$ cat config.mk
export PLATFORM = sky130hd
export DESIGN_NAME = ifd_decoder
export DESIGN_NICKNAME = d
export VERILOG_FILES = /design/src/ifd_pkg.sv /design/src/ifd_phase_if.sv /design/src/ifd_clk_quarter.sv /design/src/ifd_decoder.sv
export SDC_FILE = /design/constraint.sdc
export NUM_CORES = 1
export LEC_CHECK = 0
export ABC_AREA = 0
export ABC_CLOCK_PERIOD_IN_PS = 4250
export BUFFER_PORTS_ARGS = -buffer_cell sky130_fd_sc_hd__buf_4
export CAP_MARGIN = 20
export CORE_MARGIN = 1
export CORE_UTILIZATION = 50
export CTS_CLUSTER_DIAMETER = 200
export DETAILED_ROUTE_END_ITERATION = 12
export PLACE_DENSITY = 0.81
export SKIP_LAST_GASP = 1
export SYNTH_ARGS = -nofsm -noshare
export SYNTH_HDL_FRONTEND = slang
export SYNTH_HIERARCHICAL = 1
export SYNTH_SLANG_ARGS = --single-unit
$ cat constraint.sdc
create_clock -name clk -period 4.25 [get_ports clk]
set_input_delay 0.85 -clock clk [delete_from_list [all_inputs] [get_ports clk]]
set_output_delay 0.85 -clock clk [all_outputs]
set_load 0.01 [all_outputs]
$ cat src/ifd_pkg.sv
// Constants and types for the instruction field decoder.
// Assumes one 50 MHz core clock and 16-bit instruction words.
package ifd_pkg;
  // ************************************************************
  // Timing
  // ************************************************************
  localparam int CLK_NS = 20;
  localparam int OSC_PER_CYC = 4;
  localparam int TCY_NS = OSC_PER_CYC * CLK_NS;
  localparam logic [1:0] PHASE_LAST = 2'(OSC_PER_CYC - 1);
  // ************************************************************
  // Format selection and field positions
  // ************************************************************
  localparam logic [1:0] SEL_BYTE = 2'h0;
  localparam logic [1:0] SEL_CTL = 2'h3;
  localparam logic [2:0] SEL_PTOF = 3'h2;
  localparam logic [2:0] SEL_FTOP = 3'h3;
  localparam logic [2:0] SEL_BIT = 3'h4;
  localparam logic [3:0] SEL_TBL = 4'hA;
  localparam logic [3:0] SEL_LIT = 4'hB;
  localparam int F_HI = 7;
  localparam int P_LO = 8;
  localparam int P_HI = 12;
  localparam int B_LO = 8;
  localparam int B_HI = 10;
  localparam int K8_HI = 7;
  localparam int K13_HI = 12;
  localparam int D_BIT = 8;
  localparam int I_BIT = 8;
  localparam int T_BIT = 9;
  localparam int BOP_LO = 9;
  localparam int BOP_HI = 13;
  localparam int BTOP_LO = 11;
  localparam int BTOP_HI = 12;
  localparam int TOP_LO = 10;
  localparam int TOP_HI = 11;
  localparam int LOP_LO = 8;
  localparam int LOP_HI = 11;
  localparam int CTL_OP_BIT = 13;
  // ************************************************************
  // Operation numbering
  // ************************************************************
  localparam logic [5:0] OP_TOTAL = 6'h3A;
  localparam logic [5:0] ID_BIT = 6'h20;
  localparam logic [5:0] ID_MOVE = 6'h24;
  localparam logic [5:0] ID_TBL = 6'h26;
  localparam logic [5:0] ID_LIT = 6'h2A;
  localparam logic [5:0] ID_CTL = 6'h38;
  localparam logic [3:0] LIT_OPS = 4'hE;
  localparam logic [4:0] BOP_S_FIRST = 5'h10;
  localparam logic [4:0] BOP_SKIP_FIRST = 5'h18;
  localparam logic [1:0] BIT_TEST_FIRST = 2'h2;
  localparam logic [1:0] TB_LRD = 2'h0;
  localparam logic [1:0] TB_LWT = 2'h1;
  localparam logic [1:0] TB_RD = 2'h2;
  localparam logic [1:0] TB_WT = 2'h3;
  localparam logic DEST_DEFAULT = 1'h1;
  // ************************************************************
  // Register map
  // ************************************************************
  localparam logic [2:0] A_CSTAT = 3'h0;
  localparam logic [2:0] A_TPL = 3'h1;
  localparam logic [2:0] A_TPH = 3'h2;
  localparam logic [2:0] A_TLL = 3'h3;
  localparam logic [2:0] A_TLH = 3'h4;
  localparam logic [2:0] A_DSTAT = 3'h5;
  localparam int CSTAT_GID_BIT = 4;
  localparam logic [7:0] CSTAT_RST = 8'h10;
  localparam logic [7:0] CSTAT_WMASK = 8'h10;
  localparam logic [15:0] TPTR_RST = 16'h0000;
  localparam logic [15:0] TLAT_RST = 16'h0000;
  // ************************************************************
  // Types
  // ************************************************************
  typedef enum logic [2:0] {
    FMT_BYTE = 3'h0,
    FMT_BIT = 3'h1,
    FMT_MOVE = 3'h2,
    FMT_TBL = 3'h3,
    FMT_LIT = 3'h4,
    FMT_CTL = 3'h5
  } ifd_fmt_t;
  typedef enum logic [2:0] {
    ST_READY = 3'h1,
    ST_EXEC = 3'h2,
    ST_SECOND = 3'h4
  } ifd_state_t;
endpackage

$ cat src/ifd_phase_if.sv
// Phase bundle between the clock quarterer and the decoder.
// Assumes both ends run on the same core clock.
interface ifd_phase_if;
  logic [1:0] phase;
  logic cyc_en;
  modport src (output phase, output cyc_en);
  modport dst (input phase, input cyc_en);
endinterface

$ cat src/ifd_clk_quarter.sv
// Instruction cycle divider: four core clocks per instruction cycle.
// Assumes a free running core clock and asynchronous reset.
module ifd_clk_quarter
  import ifd_pkg::*;
(
  input wire logic clk, // Core clock
  input wire logic rst, // Async reset, high
  ifd_phase_if.src ph   // Phase and cycle enable
);
  logic [1:0] phase_reg;
  logic [1:0] phase_next;

  assign phase_next = (phase_reg == PHASE_LAST) ? 2'h0 : phase_reg + 2'h1;
  assign ph.phase = phase_reg;
  assign ph.cyc_en = (phase_reg == PHASE_LAST);

  always_ff @(posedge clk or posedge rst) begin
    if (rst) begin
      phase_reg <= 2'h0;
    end else begin
      phase_reg <= phase_next;
    end
  end
endmodule

$ cat src/ifd_decoder.sv
// Instruction field decoder with cycle sequencing and table transfer state.
// Assumes program memory answers table reads combinationally, and a
// datapath that supplies the addressed file byte and the test result.
//
// Our own choices: the register addresses and the plain strobed port.
module ifd_decoder
  import ifd_pkg::*;
(
  input wire logic clk,              // Core clock
  input wire logic rst,              // Async reset, high
  input wire logic [15:0] instr_word, // Instruction word
  input wire logic instr_valid,      // Word present
  output logic instr_take,           // Word taken this edge
  input wire logic cond_true,        // Test result of current op
  input wire logic [7:0] file_rdata, // Addressed file byte
  input wire logic [15:0] prog_rdata, // Program word at pointer
  output logic [5:0] op_id,          // Operation number
  output logic [2:0] fmt,            // Instruction format
  output logic illegal_op,           // Undefined encoding
  output logic [7:0] file_addr,      // File address
  output logic [4:0] periph_addr,    // Peripheral address
  output logic [2:0] bit_pos,        // Bit number
  output logic [7:0] bit_mask,       // One-hot bit
  output logic [12:0] literal,       // Literal value
  output logic lit_wide,             // Literal is 13 bits
  output logic dest_sel,             // Destination bit
  output logic tbl_half,             // Table byte select
  output logic tbl_step,             // Pointer autostep
  output logic wr_acc,               // Accumulator write
  output logic wr_file,              // File write
  output logic wr_periph,            // Peripheral write
  output logic pc_load,              // Program counter load
  output logic [7:0] file_wdata,     // Table byte to file
  output logic prog_rd,              // Table program read
  output logic prog_wr,              // Table program write
  output logic [15:0] prog_addr,     // Table pointer
  output logic [15:0] prog_wdata,    // Table latch
  output logic exec_cycle,           // First cycle of op
  output logic nop_cycle,            // Second, idle cycle
  output logic [1:0] instr_phase,    // Clock within cycle
  output logic [1:0] cycles_used,    // Cycles of last op
  output logic global_irq_disable,   // Interrupts held off
  input wire logic [2:0] reg_addr,   // Register address
  input wire logic [7:0] reg_wdata,  // Register write data
  input wire logic reg_wr,           // Register write
  input wire logic reg_rd,           // Register read
  output logic [7:0] reg_rdata       // Read data, next cycle
);
  // ************************************************************
  // Instruction cycle timing
  // ************************************************************
  ifd_phase_if ph ();

  ifd_clk_quarter u_quarter (
    .clk(clk),
    .rst(rst),
    .ph(ph.src)
  );

  wire cyc_en = ph.cyc_en;
  assign instr_phase = ph.phase;

  // ************************************************************
  // Format selection and field extraction
  // ************************************************************
  wire [1:0] top2 = instr_word[15:14];
  wire [2:0] top3 = instr_word[15:13];
  wire [3:0] top4 = instr_word[15:12];
  wire is_byte_w = (top2 == SEL_BYTE);
  wire is_ctl_w = (top2 == SEL_CTL);
  wire is_ftop_w = (top3 == SEL_FTOP);
  wire is_move_w = (top3 == SEL_PTOF) || is_ftop_w;
  wire is_bit_w = (top3 == SEL_BIT);
  wire is_tbl_w = (top4 == SEL_TBL);
  wire is_lit_w = (top4 == SEL_LIT);
  wire [4:0] bop_w = instr_word[BOP_HI:BOP_LO];
  wire [1:0] btop_w = instr_word[BTOP_HI:BTOP_LO];
  wire [1:0] tbop_w = instr_word[TOP_HI:TOP_LO];
  wire [3:0] lop_w = instr_word[LOP_HI:LOP_LO];
  wire [2:0] bnum_w = instr_word[B_HI:B_LO];

  ifd_fmt_t fmt_w;
  assign fmt_w = is_byte_w ? FMT_BYTE :
                 is_ctl_w ? FMT_CTL :
                 is_move_w ? FMT_MOVE :
                 is_bit_w ? FMT_BIT :
                 is_tbl_w ? FMT_TBL : FMT_LIT;

  logic [5:0] op_id_w;
  assign op_id_w = is_byte_w ? {1'h0, bop_w} :
                   is_ctl_w ? ID_CTL + {5'h00, instr_word[CTL_OP_BIT]} :
                   is_move_w ? ID_MOVE + {5'h00, is_ftop_w} :
                   is_bit_w ? ID_BIT + {4'h0, btop_w} :
                   is_tbl_w ? ID_TBL + {4'h0, tbop_w} :
                   ID_LIT + {2'h0, lop_w};
  wire illegal_w = is_lit_w && (lop_w >= LIT_OPS);

  wire s_type_w = is_byte_w && (bop_w >= BOP_S_FIRST) && (bop_w < BOP_SKIP_FIRST);
  wire cond_w = (is_byte_w && (bop_w >= BOP_SKIP_FIRST)) ||
                (is_bit_w && (btop_w >= BIT_TEST_FIRST));
  wire dest_w = is_byte_w ? instr_word[D_BIT] : DEST_DEFAULT;
  wire [12:0] lit_w = is_ctl_w ? instr_word[K13_HI:0] :
                      {5'h00, instr_word[K8_HI:0]};

  // ************************************************************
  // Sequencing
  // ************************************************************
  ifd_state_t state_reg;
  ifd_state_t state_next;
  ifd_fmt_t fmt_reg;
  logic cond_reg;
  logic s_type_reg;
  logic dest_reg;
  logic [1:0] tbop_reg;
  logic [15:0] tptr_reg;
  logic [15:0] tptr_next;
  logic [15:0] tlat_reg;
  logic [15:0] tlat_next;
  logic [7:0] cstat_reg;
  logic [7:0] rdata_next;

  wire in_exec = (state_reg == ST_EXEC);
  wire in_second = (state_reg == ST_SECOND);
  wire commit = cyc_en && in_exec;
  wire is_tbl_r = (fmt_reg == FMT_TBL);
  wire need_extra = (fmt_reg == FMT_CTL) || is_tbl_r ||
                    (cond_reg && cond_true);
  wire can_take = (state_reg == ST_READY) || in_second ||
                  (in_exec && !need_extra);
  wire tbl_done = cyc_en && in_second && is_tbl_r;

  assign instr_take = cyc_en && instr_valid && can_take;
  assign exec_cycle = in_exec;
  assign nop_cycle = in_second;

  always_comb begin
    state_next = state_reg;
    case (state_reg)
      ST_READY: begin
        if (instr_take) state_next = ST_EXEC;
      end
      ST_EXEC: begin
        if (cyc_en && need_extra) begin
          state_next = ST_SECOND;
        end else if (cyc_en && !instr_valid) begin
          state_next = ST_READY;
        end
      end
      ST_SECOND: begin
        if (cyc_en) state_next = instr_valid ? ST_EXEC : ST_READY;
      end
      default: state_next = ST_READY;
    endcase
  end

  always_ff @(posedge clk or posedge rst) begin
    if (rst) begin
      state_reg <= ST_READY;
      cycles_used <= 2'h0;
    end else begin
      state_reg <= state_next;
      if (commit) cycles_used <= need_extra ? 2'h2 : 2'h1;
    end
  end

  // ************************************************************
  // Field registers, loaded when a word is taken
  // ************************************************************
  always_ff @(posedge clk or posedge rst) begin
    if (rst) begin
      fmt_reg <= FMT_BYTE;
      op_id <= 6'h00;
      illegal_op <= 1'h0;
      cond_reg <= 1'h0;
      s_type_reg <= 1'h0;
      dest_reg <= DEST_DEFAULT;
      tbop_reg <= TB_LRD;
    end else if (instr_take) begin
      fmt_reg <= fmt_w;
      op_id <= op_id_w;
      illegal_op <= illegal_w;
      cond_reg <= cond_w;
      s_type_reg <= s_type_w;
      dest_reg <= dest_w;
      tbop_reg <= tbop_w;
    end
  end

  always_ff @(posedge clk or posedge rst) begin
    if (rst) begin
      file_addr <= 8'h00;
      periph_addr <= 5'h00;
      bit_pos <= 3'h0;
      bit_mask <= 8'h01;
      literal <= 13'h0000;
      lit_wide <= 1'h0;
      tbl_half <= 1'h0;
      tbl_step <= 1'h0;
    end else if (instr_take) begin
      file_addr <= instr_word[F_HI:0];
      periph_addr <= instr_word[P_HI:P_LO];
      bit_pos <= bnum_w;
      bit_mask <= 8'h01 << bnum_w;
      literal <= lit_w;
      lit_wide <= is_ctl_w;
      tbl_half <= instr_word[T_BIT];
      tbl_step <= instr_word[I_BIT];
    end
  end

  assign fmt = fmt_reg;
  assign dest_sel = dest_reg;

  // ************************************************************
  // Result routing, pulsed at the end of the execute cycle, prog_wr at the end of the second cycle
  // ************************************************************
  wire tb_rd_op = is_tbl_r && (tbop_reg == TB_RD);
  wire tb_wt_op = is_tbl_r && (tbop_reg == TB_WT);
  wire tb_to_file = is_tbl_r && ((tbop_reg == TB_LRD) || tb_rd_op);
  wire tb_from_file = is_tbl_r && ((tbop_reg == TB_LWT) || tb_wt_op);
  wire byte_wr = (fmt_reg == FMT_BYTE) && !cond_reg;
  wire acc_w = (byte_wr && !dest_reg) ||
               ((fmt_reg == FMT_LIT) && !illegal_op);
  wire file_w = (byte_wr && (dest_reg || s_type_reg)) ||
                ((fmt_reg == FMT_BIT) && !cond_reg) ||
                ((fmt_reg == FMT_MOVE) && !op_id[0]) ||
                tb_to_file;
  wire [7:0] tl_byte = tbl_half ? tlat_reg[15:8] : tlat_reg[7:0];

  always_ff @(posedge clk or posedge rst) begin
    if (rst) begin
      wr_acc <= 1'h0;
      wr_file <= 1'h0;
      wr_periph <= 1'h0;
      pc_load <= 1'h0;
      prog_rd <= 1'h0;
      prog_wr <= 1'h0;
    end else begin
      wr_acc <= commit && acc_w;
      wr_file <= commit && file_w;
      wr_periph <= commit && (fmt_reg == FMT_MOVE) && op_id[0];
      pc_load <= commit && (fmt_reg == FMT_CTL);
      prog_rd <= commit && tb_rd_op;
      prog_wr <= tbl_done && tb_wt_op;
    end
  end

  always_ff @(posedge clk or posedge rst) begin
    if (rst) begin
      file_wdata <= 8'h00;
    end else if (commit && tb_to_file) begin
      file_wdata <= tl_byte;
    end
  end

  // ************************************************************
  // Register port
  // ************************************************************
  wire cs_wr = reg_wr && (reg_addr == A_CSTAT);
  wire tpl_wr = reg_wr && (reg_addr == A_TPL);
  wire tph_wr = reg_wr && (reg_addr == A_TPH);
  wire tll_wr = reg_wr && (reg_addr == A_TLL);
  wire tlh_wr = reg_wr && (reg_addr == A_TLH);
  wire tp_sw = tpl_wr || tph_wr;
  wire tl_sw = tll_wr || tlh_wr;

  assign tptr_next = tpl_wr ? {tptr_reg[15:8], reg_wdata} :
                     tph_wr ? {reg_wdata, tptr_reg[7:0]} :
                     (tbl_done && tbl_step) ? tptr_reg + 16'h0001 :
                     tptr_reg;

  assign tlat_next = tll_wr ? {tlat_reg[15:8], reg_wdata} :
                     tlh_wr ? {reg_wdata, tlat_reg[7:0]} :
                     (commit && tb_rd_op) ? prog_rdata :
                     (commit && tb_from_file && tbl_half) ?
                       {file_rdata, tlat_reg[7:0]} :
                     (commit && tb_from_file) ?
                       {tlat_reg[15:8], file_rdata} :
                     tlat_reg;

  assign rdata_next = (reg_addr == A_CSTAT) ? cstat_reg :
                      (reg_addr == A_TPL) ? tptr_reg[7:0] :
                      (reg_addr == A_TPH) ? tptr_reg[15:8] :
                      (reg_addr == A_TLL) ? tlat_reg[7:0] :
                      (reg_addr == A_TLH) ? tlat_reg[15:8] :
                      (reg_addr == A_DSTAT) ? {state_reg, fmt_reg, cycles_used} :
                      8'h00;

  always_ff @(posedge clk or posedge rst) begin
    if (rst) begin
      tptr_reg <= TPTR_RST;
      tlat_reg <= TLAT_RST;
    end else begin
      tptr_reg <= tptr_next;
      tlat_reg <= tlat_next;
    end
  end

  always_ff @(posedge clk or posedge rst) begin
    if (rst) begin
      cstat_reg <= CSTAT_RST;
      reg_rdata <= 8'h00;
    end else begin
      if (cs_wr) cstat_reg <= reg_wdata & CSTAT_WMASK;
      reg_rdata <= reg_rd ? rdata_next : 8'h00;
    end
  end

  assign global_irq_disable = cstat_reg[CSTAT_GID_BIT];
  assign prog_addr = tptr_reg;
  assign prog_wdata = tlat_reg;
endmodule

== After elaboration in Yosys (flattened, before gate mapping) ==
Cells that the tools add are included.

* $add $sub $neg: 7
* Magnitude comparators: 5
* Eq/ne operators: 29
* Shift operators: 1
* Muxes and demuxes: 36
* Bitwise operators: 2
* Reduce and logical (&&, ||, !) cells: 72

{| class="wikitable"
|+ Operator list
! operator !! count
|-
| $mux W8 || 11
|-
| $mux W16 || 5
|-
| $logic_and A1 B1 Y1 || 40
|-
| $mux W6 || 5
|-
| $mux W3 || 9
|-
| $eq A3 B2 Y1 const B || 7
|-
| $eq A3 B3 Y1 const B || 6
|-
| $add A16 B1 Y16 const B || 1
|-
| $logic_or A1 B1 Y1 || 13
|-
| $mux W13 || 1
|-
| $add A6 B2 Y6 const A || 2
|-
| $ge A5 B5 Y1 const B || 2
|-
| $eq A3 B1 Y1 const B || 3
|-
| $pmux W3 S3 || 1
|-
| $eq A2 B2 Y1 const B || 4
|-
| $eq A4 B4 Y1 const B || 2
|-
| $ne A2 B2 Y1 const B || 4
|-
| $shl A1 B3 Y8 const A || 1
|-
| $add A6 B1 Y6 const A || 1
|-
| $add A6 B4 Y6 const A || 1
|-
| $logic_not A1 Y1 || 6
|-
| $logic_not A3 Y1 || 2
|-
| $mux W2 || 3
|-
| $reduce_and A2 Y1 || 3
|-
| 14 further kinds || 19
|}

* Register bits: 117
* Output and inout port bits: 113
* Word-level logic and storage cells: 183

== Depth between registers and ports, before layout ==
* Depth after elaboration: 10
* Depth in mapped cells: 9
* Mapped depth without buffers: 5

== Hierarchy ==
Netlist, hierarchy kept.

{| class="wikitable"
|+ Modules (own cells, without submodules)
! module !! instances !! cells each !! area each (um2)
|-
| ifd_decoder || 1 || 590 || 5766.8
|-
| ifd_clk_quarter || 1 || 5 || 70.1
|}

== Worst setup path after synthesis ==
No wires, ideal clock.

* Path type: input port to output port
* Start: in cond_true
* End: out instr_take
* Arrival: 2.043 ns
* Path slack: 1.357 ns
* Stages on the path: 6
* Path buffers: 2
* Cells stage by stage: a211o_1 a2111o_1 and2_1 buf_6 clkbuf_1 inv_1

* Word-level cells in the longest chain between the ends: 6

{| class="wikitable"
|+ Ends and longest elaborated chain
! item !! RTL line !! source
|-
| start, declared || ifd_decoder.sv:14 || <nowiki>input wire logic cond_true,</nowiki>
|-
| $logic_and A1 B1 Y1 || ifd_decoder.sv:127 || <nowiki>(cond_reg && cond_true);</nowiki>
|-
| $logic_or A1 B1 Y1 || ifd_decoder.sv:126 || <nowiki>wire need_extra = (fmt_reg == FMT_CTL) || is_tbl_r ||</nowiki>
|-
| $logic_not A1 Y1 || ifd_decoder.sv:129 || <nowiki>(in_exec && !need_extra);</nowiki>
|-
| $logic_and A1 B1 Y1 || ifd_decoder.sv:129 ||
|-
| $logic_or A1 B1 Y1 || ifd_decoder.sv:128 || <nowiki>wire can_take = (state_reg == ST_READY) || in_second ||</nowiki>
|-
| $logic_and A1 B1 Y1 || ifd_decoder.sv:132 || <nowiki>assign instr_take = cyc_en && instr_valid && can_take;</nowiki>
|-
| end, declared || ifd_decoder.sv:13 || <nowiki>output logic instr_take,</nowiki>
|}

No other way between the ends.

== Worst setup path after layout ==
* Start: reg u_quarter.phase_reg[0] (netlist: u_quarter/ph.phase[0])
* End: out instr_take

* Word-level cells in the longest chain between the ends: 3

{| class="wikitable"
|+ Ends and longest elaborated chain
! item !! RTL line !! source
|-
| start, declared || ifd_clk_quarter.sv:10 || <nowiki>logic [1:0] phase_reg;</nowiki>
|-
| start signal, assigned || ifd_clk_quarter.sv:21 || <nowiki>phase_reg <= phase_next;</nowiki>
|-
| $eq A2 B2 Y1 || ifd_clk_quarter.sv:15 || <nowiki>assign ph.cyc_en = (phase_reg == PHASE_LAST);</nowiki>
|-
| net cyc_en || ifd_decoder.sv:60 || <nowiki>wire cyc_en = ph.cyc_en;</nowiki>
|-
| $logic_and A1 B1 Y1 (2 in series) || ifd_decoder.sv:132 ||
|}

The timed path passes the listed nets, and every way through them passes these cells.

==> results.py <==
metrics = {
    "routing": {
        "via_per_inst": 6.37,
        "route.detailed.wl_per_inst_um": 20.4,
        "drt_iter0_markers": 461,
        "drtAntennaViolNets": 0,
        "routed_wirelength_um": 17600,
        "firstDrtPassIters": 7,
        "vias": 5500,
        "drcViolationCount": 0,
    },
    "clock_tree": {
        "cts_inserted_buffers": 9,
        "clock-sinks": 102,
        "cts_tree": "yes",
        "cts.reportedPaths.clkPinSlew_ns": 0.07,
        "cts_buffer_depth": 2,
        "cts_resized": 0,
        "post_cts_buffers": 0,
        "clockRootBuffer": "clkbuf_16",
        "ctsHtreeMaxLevel": 3,
        "cts_hold_buf": 0,
        "insertion_delay_ns": 0.36,
    },
    "finish": {
        "ff_latch_area_mm2": 0.00256,
        "num_antenna_cells": 0,
        "fillCellCount": 937,
        "nNetsFinal": 777,
        "multi_input_area_mm2": 0.00290,
        "area_growth_pct": 25.5,
        "drive_gt1_frac": 0.333,
    },
    "power_and_ir_drop": {
        "p_per_area_mw_per_mm2": 455,
        "power.share.switching": 0.348,
        "leakage_nw": 3.38,
        "p_sw_mw": 1.16,
        "seqPwrFrac": 0.443,
        "power.share.clock": 0.250,
        "intPower_mw": 2.17,
        "pwr-share-comb": 0.307,
        "vdd_drop_max_mv": 0.351,
    },
    "synth": {
        "syn_area_mm2": 0.00584,
        "ys_warn_count": 6,
        "synth.area.top_cells": "dfrtp_1, mux2_2, mux2i_1, a21oi_1, a221o_1",
        "synth_cell_types": 62,
        "async_flop_share": 1.00,
        "synthCells": 595,
        "syn_nets": 656,
        "yosys.area.top_type_share": 0.420,
        "yosysTopAreaCell": "dfrtp_1",
        "synth_seq_area_share": 0.438,
        "syn_area_per_cell_um2": 9.81,
        "ys.flop_type": "dfrtp_1",
        "synth-edff-count": 0,
        "ys_ff_latch": 102,
    },
    "setup_path": {
        "critPathCaptureType": "output pin",
        "crit_arrival_ns": 2.31,
        "worst_ep_required_time_ns": 3.40,
        "critPathLaunchType": "register",
        "crit_top_cell": "buf_4",
        "path_max_fanout": 24,
        "critPathKind": "reg -> out",
        "crit_buf_inv": 3,
        "worstPathCellList": "ha_1 > nand2_1 > a2111o_1 > buf_4 > and2_1 > inv_1 > buf_4",
        "worst_path_max_delay_cell": "ha_1",
        "slowest_delay_ns": 0.41,
        "cp_top_family": "adder cells",
    },
    "floorplan": {
        "ios": 170,
        "die_area_mm2": 0.0121,
        "die_x_um": 110,
        "row_count": 39,
        "die_h_um": 110,
        "core_area_mm2": 0.0114,
        "start_util": 0.511,
    },
    "sta": {
        "hold_violations": 0,
        "final.min_clock_period_ns": 3.16,
        "rsz0062_at_grt": "no",
        "tns_ns": 0,
        "period_share": 0.745,
        "layout_setup_ws_ns": 1.09,
        "relSlewSlack": 0.400,
        "worst_slew_pin_slew_ns": 0.900,
        "fin_worst_skew_ns": 0.00632,
        "fmax_mhz": 316,
        "drv_slew": 0,
        "setup_viol": 0,
    },
    "global_routing": {
        "grt_pass1_wl_um": 27100,
        "antenna_found_initial": 0,
        "track_usage": 0.298,
        "grt_start_max_net_pins": 54,
        "overflow": 0,
        "first_global_vias": 4959,
    },
    "flow_run": {
        "cap_viol_max_count": 0,
    },
    "placement": {
        "dp_slack_ns": 1.29,
        "numPortBuffers": 169,
        "place_hpwl_um": 12500,
        "place_congestion": 0.898,
    },
    "min_path": {
        "hold_path_class": "in -> async",
    },
    "outcome": {
        "outcome": "finished, final reports clean",
    },
}
## synthesized netlist by cell type, types with 11 or more instances
library cell and count:
dfrtp_1 98, clkbuf_1 35, nor2_1 31, a21oi_1 30, mux2_2 29, o21ai_0 28, nand2_1 27, nand3_1 26
inv_1 17, mux2i_1 17, a221o_1 14, nor2b_1 14, buf_4 13, nor3_1 13, a211oi_1 11, a22oi_1 11
nor4_1 11
## through the flow
step / hold WS, ns / area (um^2) / cells / power, mW / util
2_1_floorplan: 0.476 / 5840 / 595 / 1.99 / -
4_1_cts: 0.351 / 7320 / 863 / 3.34 / 0.641
6_report: 0.354 / 7320 / 863 / 3.33 / 0.641
3_3_place_gp: 0.437 / 7040 / 848 / 2.48 / 0.616
5_1_grt: 0.362 / 7320 / 863 / 3.49 / 0.641
3_5_place_dp: 0.451 / 7040 / 848 / 2.51 / 0.616
## worst paths after layout
| path | cells past startpoint | to | from | slack [ns] |
|---|---|---|---|---|
| min in group clk | 1 | u_quarter/ph.phase[0] | u_quarter/ph.phase[0] | 0.46 |
| setup / recovery | 7 | instr_take | u_quarter/ph.phase[0] | 1.09 |
| hold / removal | 2 | u_quarter/ph.phase[1] | rst | 0.35 |
| setup reg to reg | 7 | file_addr[4] | u_quarter/ph.phase[0] | 1.69 |
| hold reg to reg | 1 | u_quarter/ph.phase[0] | u_quarter/ph.phase[0] | 0.46 |
| max in group asynchronous | 3 | cstat_reg[4] | rst | 2.69 |
## layout by cell type, fill, tap and decap left out, types with 10 or more instances in the layout
| cell type | netlist | final |
|---|---|---|
| nand2_1 | 27 | 27 |
| nor3_1 | 13 | 13 |
| nand3b_1 | 10 | 10 |
| dfrtp_1 | 98 | 98 |
| a22oi_1 | 11 | 11 |
| inv_1 | 17 | 16 |
| a21oi_1 | 30 | 30 |
| mux2_2 | 29 | 29 |
| o21ai_0 | 28 | 28 |
| nor2_1 | 31 | 31 |
| nand3_1 | 26 | 26 |
| nor2b_1 | 14 | 14 |
| buf_4 | 13 | 178 |
| a221o_1 | 14 | 14 |
| nor4_1 | 11 | 11 |
| a22o_1 | 10 | 10 |
| a211oi_1 | 11 | 11 |
| mux2i_1 | 17 | 17 |
## layout make-up
type / instances / share of cell area
tap: 143 / 0.0244
clock buffer: 10 / 0.0313
sequential: 102 / 0.349
inverter: 17 / 0.00888
timing repair buffer: 178 / 0.182
clock inverter: 5 / 0.00820
multi-input combinational: 408 / 0.396
## cell families after synthesis
family | synth area share
DFF | 0.438
muxes | 0.0909
buffers and inverters | 0.0690
AOI/OAI and AO/OA | 0.212
xor gates and xnor gates | 0.00600
adders and majority gates | 0.00857
and+or+nand+nor | 0.175
## per-layer routing
layer  global-route usage  vias to the layer above  wire (um)  part of all wire
met5                    0                        -          0                 0
met4                0.135                        0        569             0.032
met3               0.0682                       52       1630             0.092
met2                0.437                      327       8100              0.46
met1                0.420                     2658       7310              0.42
li1                     -                     2463          -                 -
## power by group through the flow
| stage | combinational, mW | sequential [mW] | clock [mW] |
|---|---|---|---|
| after global routing | 1.11 | 1.51 | 0.878 |
| final | 1.02 | 1.48 | 0.834 |
| after detailed placement | 1.02 | 1.48 | 0 |
| after global placement | 0.999 | 1.48 | 0 |
| after CTS | 1.03 | 1.47 | 0.840 |
| after floorplan | 0.576 | 1.41 | 0 |
Note: power is estimated with default switching activity, not from simulation.
